$ cat config.mk
export PLATFORM = sky130hd
export DESIGN_NAME = pmsa_top
export DESIGN_NICKNAME = d
export VERILOG_FILES = /design/src/pmsa_pkg.sv /design/src/pmsa_sync.sv /design/src/pmsa_scale.sv /design/src/pmsa_top.sv
export SDC_FILE = /design/constraint.sdc
export NUM_CORES = 2
export LEC_CHECK = 0
export BUFFER_PORTS_ARGS = -buffer_cell sky130_fd_sc_hd__buf_2
export CAP_MARGIN = 10
export CORE_ASPECT_RATIO = 0.7
export CORE_MARGIN = 2
export CORE_UTILIZATION = 40
export CTS_BUF_LIST = sky130_fd_sc_hd__clkbuf_16
export DETAILED_ROUTE_END_ITERATION = 10
export PLACE_DENSITY = 0.6
export SETUP_SLACK_MARGIN = 0.05
export SYNTH_ARGS = -nofsm -noshare
export SYNTH_HDL_FRONTEND = slang
export SYNTH_HIERARCHICAL = 1
export SYNTH_SLANG_ARGS = --single-unit
export TNS_END_PERCENT = 10
$ cat constraint.sdc
create_clock -name i_ref_clk -period 30.2 [get_ports i_ref_clk]
set_input_delay 3.02 -clock i_ref_clk [delete_from_list [all_inputs] [get_ports i_ref_clk]]
set_output_delay 3.02 -clock i_ref_clk [all_outputs]
set_load 0.01 [all_outputs]
$ cat src/pmsa_pkg.sv
/*
  shared constants and types of the monitor's serial slave and alert logic.
  assumes nothing beyond a systemverilog compiler.
*/
package pmsa_pkg;
  // register pointer values
  localparam logic [7:0] REG_SETUP = 8'h00;
  localparam logic [7:0] REG_SHUNT = 8'h01;
  localparam logic [7:0] REG_RAIL = 8'h02;
  localparam logic [7:0] REG_POWER = 8'h03;
  localparam logic [7:0] REG_CURRENT = 8'h04;
  localparam logic [7:0] REG_SCALE = 8'h05;
  localparam logic [7:0] REG_ALERT = 8'h06;
  localparam logic [7:0] REG_LIMIT = 8'h07;
  // reset values
  localparam logic [15:0] SETUP_RST = 16'h4127;
  localparam logic [15:0] SCALE_RST = 16'h0000;
  localparam logic [15:0] ALERT_RST = 16'h0000;
  localparam logic [15:0] LIMIT_RST = 16'h0000;
  localparam logic [15:0] RESULT_RST = 16'h0000;
  // field positions
  localparam int SETUP_SOFT_RST = 15;
  localparam int MODE_MSB = 2;
  localparam int MSK_SOL = 15;
  localparam int MSK_POL = 11;
  localparam int MSK_CONVERSION_DONE_ENABLE = 10;
  localparam int MSK_AFF = 4;
  localparam int MSK_CONVERSION_DONE_FLAG = 3;
  localparam int MSK_CFG_MSB = 2;
  // bus addressing
  localparam logic [2:0] ADDR_TOP = 3'b100;
  localparam logic [6:0] ARA_ADDR = 7'h0c;
  // serial clock range, in khz, against the sampling clock
  localparam int CLK_KHZ = 20000;
  localparam int FAST_MAX_KHZ = 400;
  localparam int HS_MAX_KHZ = 2940;
  localparam int SCL_OVERSAMPLE = CLK_KHZ / FAST_MAX_KHZ;
  // scaling divisors
  localparam int CUR_DIV = 2048;
  localparam int PWR_DIV = 20000;

  typedef struct packed {
    logic scl;
    logic sda;
    logic [1:0] asel_hi;
    logic [1:0] asel_lo;
  } pmsa_pins_s;

  typedef struct packed {
    logic [15:0] shunt;
    logic [15:0] rail;
  } pmsa_sample_s;

  typedef enum logic [2:0] {
    ST_IDLE = 3'b000,
    ST_ADDR = 3'b001,
    ST_ACK = 3'b011,
    ST_RX = 3'b010,
    ST_TX = 3'b110,
    ST_MACK = 3'b111
  } pmsa_state_e;
endpackage

$ cat src/pmsa_sync.sv
/*
  two flip-flop synchroniser, one per bit.
  assumes inputs idle high and that nothing reads the first stage.
*/
`timescale 1ns/1ps
`default_nettype none
module pmsa_sync #(
  parameter int W = 6
) (
  input wire logic i_ref_clk,
  input wire logic i_rst_n,
  input wire logic [W-1:0] i_async,
  output logic [W-1:0] o_sync
);
  logic [W-1:0] meta;

  genvar g;
  generate
    for (g = 0; g < W; g = g + 1) begin : gen_bit
      always_ff @(posedge i_ref_clk) begin
        if (!i_rst_n) begin
          meta[g] <= 1'b1;
          o_sync[g] <= 1'b1;
        end else begin
          meta[g] <= i_async[g];
          o_sync[g] <= meta[g];
        end
      end
    end
  endgenerate
endmodule
`default_nettype wire

$ cat src/pmsa_scale.sv
/*
  current and power scaling of a finished conversion.
  assumes i_go is a one-cycle pulse carrying a new sample.
*/
`timescale 1ns/1ps
`default_nettype none
module pmsa_scale
  import pmsa_pkg::*;
(
  input wire logic i_ref_clk,
  input wire logic i_rst_n,
  input wire logic i_go,
  input wire pmsa_pkg::pmsa_sample_s i_sample,
  input wire logic [15:0] i_scale,
  output logic [15:0] o_current,
  output logic [15:0] o_power,
  output logic o_done
);
  logic pend;
  logic [15:0] rail;
  logic signed [32:0] cur_full;
  logic signed [33:0] pwr_full;

  always_comb begin
    cur_full = ($signed(i_sample.shunt) * $signed({1'b0, i_scale})) / 33'(CUR_DIV);
    pwr_full = ($signed({1'b0, rail}) * $signed(o_current)) / 34'(PWR_DIV);
  end

  always_ff @(posedge i_ref_clk) begin
    if (!i_rst_n) begin
      o_current <= RESULT_RST;
      o_power <= RESULT_RST;
      rail <= RESULT_RST;
      pend <= 1'b0;
      o_done <= 1'b0;
    end else begin
      pend <= i_go;
      o_done <= pend;
      if (i_go) begin
        o_current <= cur_full[15:0];
        rail <= i_sample.rail;
      end
      if (pend) begin
        o_power <= pwr_full[15:0];
      end
    end
  end
endmodule
`default_nettype wire

$ cat src/pmsa_top.sv
/*
  serial bus slave, register file and alert pin of a power monitor.
  assumes the converter delivers samples on i_ref_clk with a one-cycle
  valid, and that an outside pad resolves the open-drain enables.
*/
`timescale 1ns/1ps
`default_nettype none
module pmsa_top
  import pmsa_pkg::*;
(
  input wire logic i_ref_clk,
  input wire logic i_rst_n,
  input wire logic i_scl,
  input wire logic i_sda,
  output logic o_sda_o,
  output logic o_sda_oe,
  input wire logic [1:0] i_addr_select_low,
  input wire logic [1:0] i_addr_select_high,
  output logic o_alert_o,
  output logic o_alert_oe,
  input wire pmsa_pkg::pmsa_sample_s i_sample,
  input wire logic i_sample_valid,
  output logic o_convert_start,
  output logic [2:0] o_adc_mode
);
  import pmsa_pkg::*;

  pmsa_pins_s pins_raw;
  pmsa_pins_s pins;
  logic scl_p, sda_p, scl_rise, scl_fall, start_c, stop_c;
  pmsa_state_e state;
  logic [7:0] sh, ptr, wmsb, byte_in;
  logic [2:0] cnt;
  logic [1:0] wbyte;
  logic rbyte, got8, go, rw, ara, wr_stb, rd_clr, ara_ok;
  logic [6:0] my_addr;
  logic [15:0] adc_setup, scale_factor, alert_select_flags, alert_threshold;
  logic [15:0] shunt_reading, rail_reading, power_result, current_result;
  logic [15:0] rd_word;
  logic conversion_done_flag, limit_event_flag, trig_pend, acc, done, done_d;
  logic [4:0] evt_sel, evt_hit;
  logic hit;
  logic [7:0] tx_first, tx_next;

  // keep only the highest set enable
  function automatic logic [4:0] top_event(input logic [4:0] en);
    logic [4:0] r;
    r = 5'h00;
    for (int i = 4; i >= 0; i--) begin
      if (en[i] && r == 5'h00) begin
        r[i] = 1'b1;
      end
    end
    return r;
  endfunction

  function automatic logic is_shutdown(input logic [2:0] m);
    return m[1:0] == 2'h0;
  endfunction

  function automatic logic is_triggered(input logic [2:0] m);
    return !m[2] && !is_shutdown(m);
  endfunction

  // byte placed on the bus for read byte idx
  function automatic logic [7:0] tx_byte(input logic idx, input logic ara_q,
                                         input logic [6:0] own, input logic [15:0] w);
    if (ara_q) begin
      return {own, 1'b0};
    end
    return idx ? w[7:0] : w[15:8];
  endfunction

  assign pins_raw = '{scl: i_scl, sda: i_sda, asel_hi: i_addr_select_high,
                      asel_lo: i_addr_select_low};

  // rates above the HS_MAX_KHZ end of the serial clock range are not resolvable here
  pmsa_sync #(.W($bits(pmsa_pins_s))) u_sync (
    .i_ref_clk(i_ref_clk),
    .i_rst_n(i_rst_n),
    .i_async(pins_raw),
    .o_sync(pins)
  );

  always_ff @(posedge i_ref_clk) begin
    if (!i_rst_n) begin
      scl_p <= 1'b1;
      sda_p <= 1'b1;
    end else begin
      scl_p <= pins.scl;
      sda_p <= pins.sda;
    end
  end

  always_comb begin
    scl_rise = pins.scl && !scl_p;
    scl_fall = !pins.scl && scl_p;
    start_c = pins.scl && scl_p && sda_p && !pins.sda;
    stop_c = pins.scl && scl_p && !sda_p && pins.sda;
    byte_in = {sh[6:0], pins.sda};
    tx_first = tx_byte(1'b0, ara, my_addr, rd_word);
    tx_next = tx_byte(!rbyte, ara, my_addr, rd_word);
  end

  // bus slave sequencer
  always_ff @(posedge i_ref_clk) begin
    if (!i_rst_n) begin
      state <= ST_IDLE;
      sh <= 8'h00;
      cnt <= 3'h0;
      got8 <= 1'b0;
      go <= 1'b0;
      rw <= 1'b0;
      ara <= 1'b0;
      wbyte <= 2'h0;
      rbyte <= 1'b0;
      ptr <= REG_SETUP;
      wmsb <= 8'h00;
      my_addr <= {ADDR_TOP, 4'h0};
      o_sda_oe <= 1'b0;
      o_sda_o <= 1'b0;
      wr_stb <= 1'b0;
      rd_clr <= 1'b0;
      ara_ok <= 1'b0;
    end else begin
      wr_stb <= 1'b0;
      rd_clr <= 1'b0;
      ara_ok <= 1'b0;
      if (start_c) begin
        state <= ST_ADDR;
        cnt <= 3'h0;
        got8 <= 1'b0;
        wbyte <= 2'h0;
        rbyte <= 1'b0;
        o_sda_oe <= 1'b0;
        my_addr <= {ADDR_TOP, pins.asel_hi, pins.asel_lo};
      end else if (stop_c) begin
        state <= ST_IDLE;
        o_sda_oe <= 1'b0;
      end else begin
        case (state)
          ST_ADDR, ST_RX: begin
            if (scl_rise) begin
              sh <= byte_in;
              cnt <= cnt + 3'h1;
              if (cnt == 3'h7) begin
                got8 <= 1'b1;
                if (state == ST_ADDR) begin
                  rw <= byte_in[0];
                  ara <= byte_in[7:1] == ARA_ADDR;
                  go <= byte_in[7:1] == my_addr ||
                        (byte_in[7:1] == ARA_ADDR && byte_in[0] && o_alert_oe);
                end else begin
                  go <= 1'b1;
                  if (wbyte == 2'h0) begin
                    ptr <= byte_in;
                  end else if (wbyte == 2'h1) begin
                    wmsb <= byte_in;
                  end else if (wbyte == 2'h2) begin
                    wr_stb <= 1'b1;
                  end
                  if (wbyte != 2'h3) begin
                    wbyte <= wbyte + 2'h1;
                  end
                end
              end
            end else if (scl_fall && got8) begin
              got8 <= 1'b0;
              state <= go ? ST_ACK : ST_IDLE;
              o_sda_oe <= go;
            end
          end
          ST_ACK: begin
            if (scl_fall) begin
              cnt <= 3'h0;
              if (rw) begin
                state <= ST_TX;
                sh <= tx_first;
                o_sda_oe <= !tx_first[7];
              end else begin
                state <= ST_RX;
                o_sda_oe <= 1'b0;
              end
            end
          end
          ST_TX: begin
            if (scl_rise && !o_sda_oe && !pins.sda) begin
              state <= ST_IDLE;
            end else if (scl_fall) begin
              cnt <= cnt + 3'h1;
              if (cnt == 3'h7) begin
                state <= ST_MACK;
                o_sda_oe <= 1'b0;
                ara_ok <= ara;
              end else begin
                sh <= {sh[6:0], 1'b0};
                o_sda_oe <= !sh[6];
              end
            end
          end
          ST_MACK: begin
            if (scl_rise) begin
              if (pins.sda) begin
                state <= ST_IDLE;
              end else begin
                got8 <= 1'b1;
              end
            end else if (scl_fall && got8) begin
              got8 <= 1'b0;
              cnt <= 3'h0;
              rbyte <= !rbyte;
              state <= ST_TX;
              sh <= tx_next;
              o_sda_oe <= !tx_next[7];
              // flags sit in the low byte: clear them only once it is loaded
              rd_clr <= !rbyte && !ara && ptr == REG_ALERT;
            end
          end
          default: begin
            state <= ST_IDLE;
            o_sda_oe <= 1'b0;
          end
        endcase
      end
    end
  end

  // writable registers
  always_ff @(posedge i_ref_clk) begin
    if (!i_rst_n) begin
      adc_setup <= SETUP_RST;
      scale_factor <= SCALE_RST;
      alert_select_flags <= ALERT_RST;
      alert_threshold <= LIMIT_RST;
    end else if (wr_stb) begin
      case (ptr)
        REG_SETUP: begin
          if (wmsb[SETUP_SOFT_RST - 8]) begin
            adc_setup <= SETUP_RST;
            scale_factor <= SCALE_RST;
            alert_select_flags <= ALERT_RST;
            alert_threshold <= LIMIT_RST;
          end else begin
            adc_setup <= {wmsb, sh};
          end
        end
        REG_SCALE: scale_factor <= {wmsb, sh};
        REG_ALERT: alert_select_flags <= {wmsb, sh};
        REG_LIMIT: alert_threshold <= {wmsb, sh};
        default: ;
      endcase
    end
  end

  always_comb begin
    case (ptr)
      REG_SETUP: rd_word = adc_setup;
      REG_SHUNT: rd_word = shunt_reading;
      REG_RAIL: rd_word = rail_reading;
      REG_POWER: rd_word = power_result;
      REG_CURRENT: rd_word = current_result;
      REG_SCALE: rd_word = scale_factor;
      REG_ALERT: begin
        rd_word = 16'h0000;
        rd_word[MSK_SOL:MSK_CONVERSION_DONE_ENABLE] = alert_select_flags[MSK_SOL:MSK_CONVERSION_DONE_ENABLE];
        rd_word[MSK_AFF] = limit_event_flag;
        rd_word[MSK_CONVERSION_DONE_FLAG] = conversion_done_flag;
        rd_word[MSK_CFG_MSB:0] = alert_select_flags[MSK_CFG_MSB:0];
      end
      REG_LIMIT: rd_word = alert_threshold;
      default: rd_word = 16'h0000;
    endcase
  end

  // conversion control
  always_comb begin
    acc = i_sample_valid && !is_shutdown(adc_setup[MODE_MSB:0]) &&
          (!is_triggered(adc_setup[MODE_MSB:0]) || trig_pend);
  end

  always_ff @(posedge i_ref_clk) begin
    if (!i_rst_n) begin
      trig_pend <= 1'b0;
      o_convert_start <= 1'b0;
      o_adc_mode <= SETUP_RST[MODE_MSB:0];
      shunt_reading <= RESULT_RST;
      rail_reading <= RESULT_RST;
    end else begin
      o_convert_start <= wr_stb && ptr == REG_SETUP;
      o_adc_mode <= adc_setup[MODE_MSB:0];
      if (wr_stb && ptr == REG_SETUP) begin
        trig_pend <= 1'b1;
      end else if (acc) begin
        trig_pend <= 1'b0;
      end
      if (acc) begin
        shunt_reading <= i_sample.shunt;
        rail_reading <= i_sample.rail;
      end
    end
  end

  pmsa_scale u_scale (
    .i_ref_clk(i_ref_clk),
    .i_rst_n(i_rst_n),
    .i_go(acc),
    .i_sample(i_sample),
    .i_scale(scale_factor),
    .o_current(current_result),
    .o_power(power_result),
    .o_done(done)
  );

  // limit compare on the results of a finished conversion
  always_comb begin
    evt_sel = top_event(alert_select_flags[MSK_SOL:MSK_POL]);
    evt_hit = {$signed(shunt_reading) > $signed(alert_threshold),
               $signed(shunt_reading) < $signed(alert_threshold),
               $signed(rail_reading) > $signed(alert_threshold),
               $signed(rail_reading) < $signed(alert_threshold),
               $signed(power_result) > $signed(alert_threshold)};
    hit = |(evt_sel & evt_hit);
  end

  // flags: a new event wins over a clear in the same cycle
  always_ff @(posedge i_ref_clk) begin
    if (!i_rst_n) begin
      done_d <= 1'b0;
      limit_event_flag <= 1'b0;
      conversion_done_flag <= 1'b0;
      o_alert_oe <= 1'b0;
      o_alert_o <= 1'b0;
    end else begin
      done_d <= done;
      if (done_d && hit) begin
        limit_event_flag <= 1'b1;
      end else if (rd_clr || ara_ok) begin
        limit_event_flag <= 1'b0;
      end
      if (done_d) begin
        conversion_done_flag <= 1'b1;
      end else if (rd_clr || ara_ok) begin
        conversion_done_flag <= 1'b0;
      end
      o_alert_oe <= limit_event_flag ||
                    (alert_select_flags[MSK_CONVERSION_DONE_ENABLE] && conversion_done_flag);
    end
  end
endmodule
`default_nettype wire

==> key figures <==
Floorplan
  – Die height: 261 um
  – Site Rows: 94
  – Core Region: 93900 um^2
  – Starting density of the core: 40.3%
  – IO Count: 49
  – Die area: 97100 um^2
  – Die Wd: 372 um

Yosys
  – Synth warn: 6
  – Share of the synthesized area in the top cell type: 20.5%
  – Synth Flop Type: dfxtp_1
  – Number of synthesized flops with an enable pin: 0
  – Post-synthesis async set-or-reset flop share: 0%
  – Synthesized area per cell: 8.20 um^2
  – Post-synth top area cell: fa_1
  – Yosys cell types: 164
  – #FFs+latches synth: 206
  – Post-synth top cells: nand2_1, inv_1, fa_1, ha_1, and2_1
  – Register area share after synthesis: 10.9%
  – Area of the mapped netlist: 37800 um^2
  – Mapped Cells: 4614
  – Most common cell in the netlist: nand2_1
  – Synth area leaders: fa_1, dfxtp_1, ha_1

Setup path
  – R2R setup slack: 2650 ps
  – Slowest cell on the critical path: o22ai_1
  – CP Capture Point: u_scale/o_power[14]
  – Crit path top cell by count: fa_1
  – CP Launch Type: flip-flop
  – CP max stage delay: 930 ps
  – Critical Path Fanout Max: 14
  – Setup CP Type: flip-flop to flip-flop
  – Launching point of the worst reg2reg path: u_scale/o_current[15]
  – Critical Path AT: 27980 ps
  – Worst setup EP type: flip-flop
  – Worst endpoint required time: 30620 ps
  – Setup crit start: u_scale/o_current[15]
  – R2R Path End: u_scale/o_power[14]
  – R2R cell count: 82

GRT
  – Grt total ovfl: 0
  – Gr usage total: 24.1%
  – GR peak layer: met1
  – First-pass GRT wire length: 187000 um
  – Met2 Track Usage GR: 32.8%
  – Met1 usage: 39.2%
  – Met3 Use GR: 5.20%
  – Pin count of the biggest net entering global routing: 82
  – Vias in the first global route: 31705
  – Initial antenna violation count: 0

Min path
  – Min-Delay Path Class: flip-flop to flip-flop
  – Hold depth: 1

Timing
  – Fmax: 36.3 MHz
  – Least-Margin Pin Slew: 1160 ps
  – Unrepaired setup endpoints after global routing: no
  – Fin crit share: 91.2%
  – Slew margin rel.: 22.7%
  – Final Max Slew Viols: 0
  – Clk_skew: 19.7 ps
  – Final Hold Viols: 0
  – Tmin final: 27550 ps
  – Setup violations, final: 0
  – Setup TNS: 0 ps

CTS
  – Clock net sink count: 206
  – CTS tree: done
  – CTS hold repair buffers: 0
  – H-tree levels: 1
  – Post CTS Setup Buffer Count: 0
  – CTS clk-pin slew, worst paths: 60 ps
  – Skew-Pair Late Insertion Delay: 530 ps
  – Clk buf depth: 3
  – CTS Buf Count: 21
  – Number of gates resized after CTS: 0
  – Root buffer cell: clkbuf_16

Routing
  – Vias per inst: 5.82
  – Remaining DRCs: 0
  – Via Count: 33584
  – Final antenna-violating net count: 0
  – Wire per inst: 20.6 um
  – WL final: 119000 um
  – 1st-pass router iterations: 5
  – Drt initial violations: 3342

Cells and area
  – Area grow syn2layout: 4.23%
  – Fin area: 39400 um^2
  – Net count, final: 5237
  – Finished Core Util: 42.0%
  – Layout cells sized above 1: 6.79%

Run
  – Max-Cap Viols: 0

Outcome
  – Status: finished, final reports clean

Place
  – GPL Wtd Cong: 0.957
  – Placed Area: 38800 um^2
  – HPWL after DPL: 94100 um
  – Port bufs: 46
[sequential cells by signal, summed over array words and instances (netlist names), 2 cells and up]
name / count
sh: 8
u_sync/meta: 6
u_scale/o_power: 16
rail_reading: 16
wbyte: 2
shunt_reading: 16
cnt: 3
scale_factor: 16
alert_select_flags: 9
adc_setup: 15
my_addr: 4
wmsb: 8
u_scale/o_current: 16
state: 3
ptr: 8
u_scale/rail: 16
alert_threshold: 16
u_sync/o_sync: 6
o_adc_mode: 3
[how the worst min path moves through the flow]
stage | start | to | slack [ps]
floorplan | u_sync/meta[3] | u_sync/o_sync[3] | 390
global placement | u_sync/meta[4] | u_sync/o_sync[4] | 390
detailed placement | u_sync/meta[3] | u_sync/o_sync[3] | 400
CTS | u_sync/meta[3] | u_sync/o_sync[3] | 410
global route | u_sync/meta[3] | u_sync/o_sync[3] | 410
finish | u_sync/meta[3] | u_sync/o_sync[3] | 410
[per-stage QoR]
step | std cells | hold slack, ps | setup WS, ps
after CTS | 5767 | 406 | 3010
final | 5770 | 406 | 2650
after global placement | 5730 | 394 | 3450
after detailed placement | 5730 | 396 | 3080
after floorplan | 4615 | 386 | 7950
after global routing | 5768 | 411 | 927
[cell usage in the layout, fill, tap and decap left out, drive strengths merged, types with 44 or more instances in the layout]
master and count:
nor2b 105, a31oi 50, and3 47, and2 251, inv 548, nand2 570
nor3 79, mux2i 83, dfxtp 206, nor2 201, a22oi 72, nand4 44
fa 388, a21boi 69, ha 302, o21ai 155, buf 76, nand3 116
a21oi 215, xnor2 140, nand2b 67
[layer usage]
layer / part of all wire [%] / up-vias
li1: - / 15631
met1: 51 / 16604
met2: 39 / 1281
met3: 9.3 / 68
met4: 0.86 / 0
met5: 0 / -
[worst max-delay path, delay by kind of cell, from the launching register on]
family	cells	cell delay, ps
AO/OA/AOI/OAI	34	10980
AND/OR/NAND/NOR	28	7400
adder cells (fa/ha/maj)	9	3980
multiplexers	4	1810
XOR/XNOR	4	1740
flip-flops	1	820
buffers and inverters	3	670
[cell families after synthesis]
| kind of cell | after synthesis | share of synthesized area (%) |
|---|---|---|
| and+or+nand+nor | 1663 | 22.9 |
| AOI/OAI and AO/OA | 1014 | 20.1 |
| adders and majority gates | 703 | 30.9 |
| DFF | 206 | 10.9 |
| muxes | 95 | 2.60 |
| xor gates and xnor gates | 181 | 4.37 |
| other | 1 | 0.00991 |
| buffers and inverters | 751 | 8.23 |
[layout make-up]
class / count / area (um^2)
well taps: 1248 / 1560
repair buffers: 76 / 458
multi-input cells: 3658 / 30600
diodes: 2 / 5.00
flip-flops and latches: 206 / 4120
inverters: 543 / 2040
clock buffers: 21 / 526
fillers: 9557 / 54400
clock inverters: 16 / 113
Power is left out: the tool's default activity adds up to more than one toggle a clock period on the data nets, which glitch-free logic cannot reach.
